## src/mos_map.svh

```systemverilog
// Purpose: Constants for the misaligned operand splitter.
// Assumes: Big-endian byte lanes on a 32-bit data bus.
// Notes:   Size codes follow the bus encoding; longword is zero.
`ifndef MOS_MAP_SVH
`define MOS_MAP_SVH
`define MOS_SIZE_LONG  2'h0
`define MOS_SIZE_BYTE  2'h1
`define MOS_SIZE_WORD  2'h2
`define MOS_LANE0_MSB  31
`define MOS_LANE3_LSB  0
`endif

```

## src/mos_pkg.sv

```systemverilog
// Purpose: Types for the misaligned operand splitter.
// Assumes: Included map header supplies the numbers.
// Notes:   Holds types only.
`include "mos_map.svh"
package mos_pkg;
  typedef logic [1:0] mos_size_t;
  typedef enum logic [2:0] {
    MOS_IDLE = 3'b001,
    MOS_BUS  = 3'b010,
    MOS_DONE = 3'b100
  } mos_state_e;
endpackage : mos_pkg

```

## src/mos_lane.sv

```systemverilog
// Purpose: Lane steering between operand bytes and big-endian bus lanes.
// Assumes: Offset and size describe an aligned bus cycle.
// Notes:   Purely combinational, a helper of the splitter.
`timescale 1ns/10ps
`include "mos_map.svh"
module mos_lane (
  input  wire logic [1:0]  offset,
  input  wire logic [1:0]  size,
  input  wire logic [31:0] bus_in,
  output logic [3:0]       lane_en,
  output logic [31:0]      lane_data
);
  import mos_pkg::*;
  always_comb begin
    lane_en = 4'h0;
    unique case (size)
      `MOS_SIZE_BYTE: lane_en = 4'h8 >> offset;
      `MOS_SIZE_WORD: lane_en = offset[1] ? 4'h3 : 4'hC;
      default:        lane_en = 4'hF;
    endcase
  end
  // Bytes are kept in their own lanes; offset 0 is bits 31 to 24.
  always_comb begin
    for (int i = 0; i < 4; i++) begin
      lane_data[31-8*i -: 8] = lane_en[3-i] ? bus_in[31-8*i -: 8] : 8'h00;
    end
  end
endmodule : mos_lane

```

## src/mos_splitter.sv

```systemverilog
// Purpose: Splits misaligned data operands into aligned bus cycles.
// Assumes: Noncacheable accesses on a 32-bit port; one slave acknowledges each cycle.
// Notes:   A new request is taken only while idle.
// Summary of operation
// Byte operands are always aligned, never split.
// Word odd, longword non-multiple-of-four is misaligned.
// Any data address accepted, no misalignment fault.
// Odd instruction prefetch raises address error.
// Misaligned operands become aligned cycle sequences.
// Longword offset 1: first cycle byte at 1.
// Second cycle word at offset 2.
// Third cycle byte at 0, then done.
// Misaligned word takes exactly two byte cycles.
// Slave serves selected lanes and acknowledges.
// Size code zero means longword.
// Offset 0 sits on bits 31 to 24.
`timescale 1ns/10ps
`include "mos_map.svh"
module mos_splitter (
  input  wire logic             mclk,
  input  wire logic             resetn,
  input  wire logic             req_valid,
  input  wire logic             req_fetch,
  input  wire logic             req_write,
  input  wire logic [31:0]      req_addr,
  input  wire mos_pkg::mos_size_t req_size,
  input  wire logic [31:0]      req_wdata,
  output logic                  req_ready,
  output logic                  rsp_valid,
  output logic [31:0]           rsp_rdata,
  output logic                  addr_error,
  output logic                  bus_start,
  output logic [31:0]           bus_addr,
  output logic [1:0]            transfer_size_code,
  output logic                  bus_write,
  output logic [31:0]           bus_wdata,
  input  wire logic             bus_ack,
  input  wire logic [31:0]      bus_rdata
);
  import mos_pkg::*;

  mos_state_e  st_q, st_d;
  logic [31:0] wd_q, wd_d, rd_q, rd_d, baddr_q, baddr_d;
  logic [2:0]  left_q, left_d;
  logic        wr_q, wr_d, start_q, start_d, err_q, err_d;
  logic [1:0]  sz_q, sz_d;
  logic [3:0]  lane_en;
  logic [31:0] lane_rd;

  // Bytes of the operand from the current address; the remaining count
  // decides the widest aligned cycle that still fits.
  function automatic logic [1:0] pick_size(input logic [1:0] off, input logic [2:0] n);
    if (off == 2'h0 && n == 3'h4) pick_size = `MOS_SIZE_LONG;
    else if (!off[0] && n >= 3'h2) pick_size = `MOS_SIZE_WORD;
    else pick_size = `MOS_SIZE_BYTE;
  endfunction : pick_size

  function automatic logic [2:0] size_bytes(input logic [1:0] s);
    unique case (s)
      `MOS_SIZE_LONG: size_bytes = 3'h4;
      `MOS_SIZE_WORD: size_bytes = 3'h2;
      default:        size_bytes = 3'h1;
    endcase
  endfunction : size_bytes

  mos_lane u_lane (
    .offset    (baddr_q[1:0]),
    .size      (sz_q),
    .bus_in    (bus_rdata),
    .lane_en   (lane_en),
    .lane_data (lane_rd)
  );

  logic [2:0] req_n;
  logic [2:0] step;
  always_comb begin
    req_n = size_bytes(req_size);
    step = size_bytes(sz_q);
    st_d = st_q;
    wd_d = wd_q;
    rd_d = rd_q;
    baddr_d = baddr_q;
    left_d = left_q;
    wr_d = wr_q;
    sz_d = sz_q;
    start_d = 1'b0;
    err_d = 1'b0;
    unique case (st_q)
      MOS_IDLE: begin
        if (req_valid) begin
          if (req_fetch && req_addr[0]) begin
            err_d = 1'b1;
            st_d = MOS_DONE;
          end else begin
            // No alignment check on data; splitting covers it. R1 R2 R3
            baddr_d = req_addr;
            left_d = req_n;
            wr_d = req_write;
            wd_d = req_wdata;
            rd_d = 32'h0000_0000;
            sz_d = pick_size(req_addr[1:0], req_n);
            start_d = 1'b1;
            st_d = MOS_BUS;
          end
        end
      end
      MOS_BUS: begin
        if (bus_ack) begin
          // Operand byte k lands in result lane (4-n)+k, right-justified. R12
          for (int b = 0; b < 4; b++) begin
            if (lane_en[3-b]) begin
              rd_d[8*(left_q - 3'(b - int'(baddr_q[1:0])) - 3'h1) +: 8] =
                lane_rd[31-8*b -: 8];
            end
          end
          left_d = left_q - step;
          baddr_d = baddr_q + 32'(step);
          if (left_q == step) begin
            st_d = MOS_DONE;
          end else begin
            sz_d = pick_size(2'(baddr_q[1:0] + 2'(step)), left_q - step);
            start_d = 1'b1;
          end
        end
      end
      MOS_DONE: st_d = MOS_IDLE;
      default: st_d = MOS_IDLE;
    endcase
  end

  always_ff @(posedge mclk or negedge resetn) begin
    if (!resetn) begin
      st_q <= MOS_IDLE;
      wd_q <= 32'h0000_0000;
      rd_q <= 32'h0000_0000;
      baddr_q <= 32'h0000_0000;
      left_q <= 3'h0;
      wr_q <= 1'b0;
      sz_q <= `MOS_SIZE_LONG;
      start_q <= 1'b0;
      err_q <= 1'b0;
    end else begin
      st_q <= st_d;
      wd_q <= wd_d;
      rd_q <= rd_d;
      baddr_q <= baddr_d;
      left_q <= left_d;
      wr_q <= wr_d;
      sz_q <= sz_d;
      start_q <= start_d;
      err_q <= err_d;
    end
  end

  // Write bytes: operand is right-justified; put each on its big-endian lane. R12
  logic [31:0] wlane;
  always_comb begin
    wlane = 32'h0000_0000;
    for (int b = 0; b < 4; b++) begin
      if (lane_en[3-b]) begin
        wlane[31-8*b -: 8] =
          wd_q[8*(left_q - 3'(b - int'(baddr_q[1:0])) - 3'h1) +: 8];
      end
    end
  end

  assign req_ready = (st_q == MOS_IDLE);
  assign rsp_valid = (st_q == MOS_DONE);
  assign rsp_rdata = rd_q;
  assign addr_error = err_q;
  assign bus_start = start_q;
  assign bus_addr = baddr_q;
  assign transfer_size_code = sz_q;
  assign bus_write = wr_q && (st_q == MOS_BUS);
  assign bus_wdata = wlane;

  // Assertions.
  property p_byte_single;
    @(posedge mclk) disable iff (!resetn)
      (req_valid && req_ready && !req_fetch && req_size == `MOS_SIZE_BYTE)
      |=> transfer_size_code == `MOS_SIZE_BYTE && bus_start;
  endproperty
  a_byte_single: assert property (p_byte_single) else $error("byte not single cycle");

  property p_fetch_err;
    @(posedge mclk) disable iff (!resetn)
      (req_valid && req_ready && req_fetch && req_addr[0]) |=> addr_error && !bus_start;
  endproperty
  a_fetch_err: assert property (p_fetch_err) else $error("odd fetch no error");

  property p_no_data_err;
    @(posedge mclk) disable iff (!resetn)
      (req_valid && req_ready && !req_fetch) |=> !addr_error;
  endproperty
  a_no_data_err: assert property (p_no_data_err) else $error("data fault raised");

  property p_long1;
    @(posedge mclk) disable iff (!resetn)
      (req_valid && req_ready && !req_fetch && req_size == `MOS_SIZE_LONG
       && req_addr[1:0] == 2'h1) |=>
      (transfer_size_code == `MOS_SIZE_BYTE && bus_addr[1:0] == 2'h1);
  endproperty
  a_long1: assert property (p_long1) else $error("first cycle wrong");

  property p_second;
    @(posedge mclk) disable iff (!resetn)
      (st_q == MOS_BUS && bus_ack && left_q == 3'h4 && baddr_q[1:0] == 2'h1
       && transfer_size_code == `MOS_SIZE_BYTE) |=>
      (bus_start && transfer_size_code == `MOS_SIZE_WORD && bus_addr[1:0] == 2'h2);
  endproperty
  a_second: assert property (p_second) else $error("second cycle wrong");

  property p_third;
    @(posedge mclk) disable iff (!resetn)
      (st_q == MOS_BUS && bus_ack && left_q == 3'h3 && baddr_q[1:0] == 2'h2)
      |=> (bus_start && transfer_size_code == `MOS_SIZE_BYTE && bus_addr[1:0] == 2'h0);
  endproperty
  a_third: assert property (p_third) else $error("third cycle wrong");

  property p_done;
    @(posedge mclk) disable iff (!resetn)
      (st_q == MOS_BUS && bus_ack && left_q == 3'h1) |=> (rsp_valid && !bus_start);
  endproperty
  a_done: assert property (p_done) else $error("operand not completed");

  property p_word_odd;
    @(posedge mclk) disable iff (!resetn)
      (req_valid && req_ready && !req_fetch && req_size == `MOS_SIZE_WORD
       && req_addr[0]) |=> (transfer_size_code == `MOS_SIZE_BYTE && left_q == 3'h2);
  endproperty
  a_word_odd: assert property (p_word_odd) else $error("odd word not split");

  property p_aligned_long;
    @(posedge mclk) disable iff (!resetn)
      (st_q == MOS_BUS && transfer_size_code == `MOS_SIZE_LONG)
      |-> (bus_addr[1:0] == 2'h0 && lane_en == 4'hF);
  endproperty
  a_aligned_long: assert property (p_aligned_long) else $error("long misaligned");
endmodule : mos_splitter

```

## config.mk

```make
export PLATFORM = sky130hd
export DESIGN_NAME = mos_splitter
export DESIGN_NICKNAME = d
export VERILOG_FILES = /design/src/mos_pkg.sv /design/src/mos_lane.sv /design/src/mos_splitter.sv
export VERILOG_INCLUDE_DIRS = /design/src
export SDC_FILE = /design/constraint.sdc
export NUM_CORES = 1
export LEC_CHECK = 0
export BUFFER_PORTS_ARGS = -buffer_cell sky130_fd_sc_hd__buf_2
export CORE_UTILIZATION = 40
export CTS_BUF_LIST = sky130_fd_sc_hd__clkbuf_2
export DETAILED_ROUTE_END_ITERATION = 8
export HOLD_SLACK_MARGIN = 0.1
export PLACE_DENSITY_LB_ADDON = 0.05
export SYNTH_ARGS = -nofsm -noshare
export SYNTH_HDL_FRONTEND = slang
export SYNTH_SLANG_ARGS = --single-unit
export TNS_END_PERCENT = 100
```

## constraint.sdc

```tcl
create_clock -name mclk -period 13.1 [get_ports mclk]
set_clock_uncertainty 0.05 [all_clocks]
set_input_delay 1.31 -clock mclk [delete_from_list [all_inputs] [get_ports mclk]]
set_output_delay 1.31 -clock mclk [all_outputs]
set_load 0.01 [all_outputs]
```

# Word-level counts from Yosys, hierarchy flattened
# Cells that the tools add are included.
dict set report classes {
  addsub 19
  n_lt_le_gt_ge 2
  eq_ne 14
  shift 13
  n_mux 60
  n_bitwise 1
  reduce_logical 17
}
# cell count
set op_table {}
lappend op_table {{$mux W32} 16}
lappend op_table {{$neg A32 Y34} 4}
lappend op_table {{$shift A8 B34 Y32 const A} 4}
lappend op_table {{$shiftx A8 B34 Y32} 4}
lappend op_table {{$shiftx A32 B33 Y8} 4}
lappend op_table {{$bwmux W32} 4}
lappend op_table {{$pmux W32 S2} 2}
lappend op_table {{$mux W8} 8}
lappend op_table {{$add A32 B3 Y32} 1}
lappend op_table {{$pmux W3 S2} 4}
lappend op_table {{$mux W3} 7}
lappend op_table {{$sub A4 B2 Y5 const B} 4}
lappend op_table {{$mux W2} 8}
lappend op_table {{$sub A3 B3 Y4} 4}
lappend op_table {{$ne A2 B2 Y1 const B} 5}
lappend op_table {{$eq A3 B3 Y1 const B} 3}
lappend op_table {{$logic_not A2 Y1} 4}
lappend op_table {{$pmux W4 S2} 1}
lappend op_table {{$mux W1} 7}
lappend op_table {{$ge A3 B2 Y1 const B} 2}
lappend op_table {{$logic_and A1 B1 Y1} 6}
lappend op_table {{$reduce_and A3 Y1} 2}
lappend op_table {{$sub A1 B2 Y3 const A} 2}
lappend op_table {{$sub A2 B2 Y3 const A} 2}
lappend op_table {{16 further kinds} 18}
dict set report totals {
  reg_bits 107
  out_inout_bits 103
}

# Logic depth before layout (Yosys ltp)
dict set report depth {
  depth_word 21
  ltp_mapped 20
  ltp_nobuf 19
}

# Hierarchy
# From an unflattened synthesis, not the netlist that was laid out.
dict set report unflattened {
  hier_cells 1266
  area_unflattened_um2 9828.2
}
# mod instances cells_each area_per_inst_um2 seq_area_each_um2
set modules_own_cells {}
lappend modules_own_cells {mos_splitter 1 1196 9414.0 2678.8}
lappend modules_own_cells {mos_lane 1 70 414.1 0.0}

# Worst setup path before layout
# OpenSTA, ideal clock, no wires.
dict set report synth_path {
  path_kind {reg-to-reg}
  start {register baddr_q[1], in the netlist bus_addr[1]}
  end {register rd_q[29], in the netlist rsp_rdata[29]}
  t_arrival_ps 5326
  required_ps 12915
  setup_slack_ps 7589
  stages_incl_launch_ff 15
  n_path_buf 0
  synth_period_minus_slack_ps 5511
  path_cell_list {dfrtp_1 inv_1 ha_1 inv_1 fa_1 xnor3_2 a21boi_0 ha_1 or4_4 a2111oi_4 nand2_1 a2111oi_4 mux2_2 o21ai_0 o211ai_1}
}
dict set report synth_via {
  elab_chain_len 21
  word_cells_on_any_way 47
}
# item line_no
set synth_lines {}
lappend synth_lines {{from (decl)} mos_splitter.sv:43} ;# logic [31:0] wd_q, wd_d, rd_q, rd_d, baddr_q, baddr_d;
lappend synth_lines {{from (signal assigned)} mos_splitter.sv:146} ;# baddr_q <= baddr_d;
lappend synth_lines {{$sub A1 B2 Y3} mos_splitter.sv:112} ;# rd_d[8*(left_q - 3'(b - int'(baddr_q[1:0])) - 3'h1) +: 8] =
lappend synth_lines {{$sub A3 B3 Y4} mos_splitter.sv:112}
lappend synth_lines {{$sub A4 B2 Y5} mos_splitter.sv:112}
lappend synth_lines {{$neg A32 Y34} mos_splitter.sv:113} ;# lane_rd[31-8*b -: 8];
lappend synth_lines {{$shiftx A8 B34 Y32 or $shift A8 B34 Y32 (tied branches)} mos_splitter.sv:112}
lappend synth_lines {{$bwmux W32} mos_splitter.sv:112}
lappend synth_lines {{$mux W32} mos_splitter.sv:111} ;# if (lane_en[3-b]) begin
lappend synth_lines {{$mux W32} mos_splitter.sv:108} ;# if (bus_ack) begin
lappend synth_lines {{[... 5 more ...]} -}
lappend synth_lines {{$bwmux W32} mos_splitter.sv:112}
lappend synth_lines {{$mux W32} mos_splitter.sv:111}
lappend synth_lines {{$mux W32} mos_splitter.sv:108}
lappend synth_lines {{$mux W32} mos_splitter.sv:88} ;# unique case (st_q)
lappend synth_lines {{$bwmux W32} mos_splitter.sv:112}
lappend synth_lines {{$mux W32 *} mos_splitter.sv:111}
lappend synth_lines {{$mux W32 *} mos_splitter.sv:108}
lappend synth_lines {{$pmux W32 S2 *} mos_splitter.sv:88}
lappend synth_lines {{to (signal assigned)} mos_splitter.sv:145} ;# rd_q <= rd_d;
lappend synth_lines {{to (decl)} mos_splitter.sv:43}
# Every way passes the cells marked *; elsewhere a longest branch is shown, timed or not. The select of a mux whose other input is x is not followed.
# A chain may end at the register's enable or synchronous reset.

# Final worst setup path
dict set report layout_path {
  start {register baddr_q[0], in the netlist bus_addr[0]}
  end {register rd_q[29], in the netlist rsp_rdata[29]}
}
# The elaborated chain is that of the path after synthesis.

==> metrics.md <==
| Metric | Value |
|---|---|
| Status | complete, no violations |
| Synthesis Warnings | 0 |
| Layout net count | 1,437 |
| Max FO, Critical Path | between 70 and 80 |
| Final wirelength | 30,600 um |
| Wire per inst | slightly below 20 um |
| Clk buf depth | 2 |
| Core area | ~23,000 um2 |
| EDFF count, synth | 0 |
| Chip Width | 154 um |
| Min Tclk post-route | approximately 6.5 ns |
| R2R Path End | rsp_rdata[29] |
| Fin util | 47.0% |
| Ports | roughly 210 |
| Largest stage delay on the critical path | approximately 0.96 ns |
| Post-route setup TNS | 0 ns |
| PostCTS Resize Cnt | 0 |
| Reg-to-reg slack, setup | ~6.6 ns |
| CTS tree | built |
| 1st-pass router iterations | 5 |
| Global-route wire length before repair | ~48,000 um |
| Crit share post-route | 49.4% |
| Avg Cell Area, Syn | 8.37 um2 |
| Global route total overflow | 0 |
| Cell Area, Synth | 9190 um2 |
| Worst Hold Path EP | wr_q |
| Total GRT Usage | 26.0% |
| Worst Reg-to-Reg Cells | 16 |
| Hold path cells | 1 |
| Hold WS | 0.490 ns |
| CTS Hold Buffers Added | 0 |
| CTS Sinks | roughly 110 |
| CP endpoint kind | flip-flop |
| Post-synthesis sequential element count | approximately 110 |
| Worst EP required | 13.63 ns |
| WP buf/inv | 3 |
| Most used cell, CP | nand2_1 |
| Vias/cell | between 5 and 6 |
| Worst slew pin tran | 0.908 ns |
| Layout overhead on the synthesized area | 15.3% |
| RSZ-0062 raised after global routing | no |
| CP Cell Sequence | inv_1, ha_2, buf_4, inv_2, ha_1, nand2_1, nor2_1, nand2_1, ha_1, or4_4, a2111oi_4, nand2_1, a2111oi_4, mux2_2, o21ai_0, o211ai_1 |
| Post-synth ARST share | 100% |
| Reg-to-reg startpoint | bus_addr[0] |
| Layout cells sized above 1 | about a quarter |
| Vias in the first global route | just under 9k |
| Detailed placement HPWL | 22,200 um |
| F_max | between 150 and 200 MHz |
| Syn Nets | 1,268 |
| Setup bufs post-CTS | 0 |
| Ys flop type | dfrtp_1 |
| Largest area contributor in the netlist | dfrtp_1 |
| Htree depth | 3 |
| Total die area | about 24,000 um2 |
| Initial antenna violation count | 2 |
| Count of pins over their slew limit | 0 |
| Distinct cells, synth | 75 |
| Via count | ~9k |
| Startpoint Class | flip-flop |
| Top cells by count, synth | nand2_1, nor2_1, dfrtp_1 |
| Initial core utilization | 40.7% |
| Fin. Hold Viols | 0 |
| Fill cell count | roughly 2.3k |
| Worst Hold Class | reg2reg |
| Port bufs | roughly 210 |
| DRT iter0 DRCs | roughly 550 |
| Clk root buf | clkbuf_2 |
| Pin count of the biggest net entering global routing | 73 |
| Slew margin rel. | roughly two fifths |
| Synth top area cells | dfrtp_1, ha_1, mux2_2 |
| Top-area cell type share of the netlist area | approximately 29% |
| Hold path start | wr_q |
| Sequential share of the synthesized area | around 29% |
| TritonCTS Buffers | 9 |
| Crit path kind | reg2reg |
| Final setup fails | 0 |
| Worst-Skew Late Latency | roughly 0.65 ns |
| Max-Cap Viols | 0 |
| Crit path max-delay family | adder cells |
| Critical Path Slowest Stage Cell | ha_1 |
| Antenna-violating nets left | 0 |
| GP Congestion | ~0.84 |
| Syn Inst Count | roughly 1.1k |
| Num rows | 55 |
| Crit path DAT | 7.00 ns |
| Die height | about 150 um |
| Clk slew on worst S/H paths | 0.32 ns |
| DR DRC count | 0 |
cell usage in the layout, fill, tap and decap left out, types with 5 or more instances in the layout:
cell and instances:
a21oi_1 76, xnor2_1 13, nor3b_1 7, o22a_1 5, buf_4 16, nor2b_1 8
a211o_1 6, dfrtp_1 106, nor3_1 25, a32oi_1 5, mux2i_1 28, and2_1 12
clkbuf_2 10, nand3_1 40, nand4b_1 8, fa_1 6, nand2b_1 16, inv_1 38
xor2_1 6, nand2_1 108, a211oi_1 41, o21ai_0 66, o22ai_1 16, nor4_1 6
a22o_1 7, buf_2 205, nor4b_1 5, a31oi_1 9, ha_1 59, or3_1 9
mux2_2 60, a22oi_1 19, and3_1 16, nand4_1 21, nor2_1 109, o211ai_1 8
diode_2 5
state kept, by name, indices dropped and copies added (netlist names):
register            cells
bus_start               1
wr_q                    1
bus_addr               32
left_q                  3
addr_error              1
st_q                    3
wd_q                   32
rsp_rdata              32
transfer_size_code      2
cell type report:
type	count	area (um2)	area share [%]
multi-input cells	889	6140	57.9
repair buffers	221	1150	10.8
diodes	5	12.5	0.118
clock buffers	10	50.0	0.472
flip-flops and latches	107	2680	25.3
inverters	39	146	1.38
clock inverters	6	72.6	0.685
well taps	285	357	3.36
logic make-up after synthesis:
| family | share of synthesized area [%] |
|---|---|
| AND/OR/NAND/NOR | 22.4 |
| buffers and inverters | 4.29 |
| XOR/XNOR | 2.82 |
| adder cells (fa/ha/maj) | 9.47 |
| AO/OA/AOI/OAI | 21.3 |
| flip-flops | 29.1 |
| multiplexers | 10.6 |
per-layer routing:
metal  track usage [%]  vias up  wire (um)
li1                  -     4386          -
met1              35.0     4351      13800
met2              42.4      326      14200
met3              4.71       41       1980
met4              7.52        0        681
met5                 0        -          0
stage by stage:
stage               std cells  area [um2]  setup WS, ns
floorplan                1098        9190          7.59
global placement         1541       10500          6.82
detailed placement       1541       10500          6.70
CTS                      1557       10600          6.68
global route             1562       10600          6.17
finish                   1562       10600          6.63
how the worst max path moves through the flow:
stage / from / endpoint / depth (start not counted)
global route: bus_addr[0] / rsp_rdata[29] / 16
detailed placement: bus_addr[0] / rsp_rdata[28] / 16
floorplan: bus_addr[1] / rsp_rdata[29] / 14
finish: bus_addr[0] / rsp_rdata[29] / 16
global placement: bus_addr[0] / rsp_rdata[29] / 16
CTS: bus_addr[0] / rsp_rdata[29] / 16
Power is not shown: default switching activity piles up to over one toggle a cycle in this logic, so the estimate is an artifact.
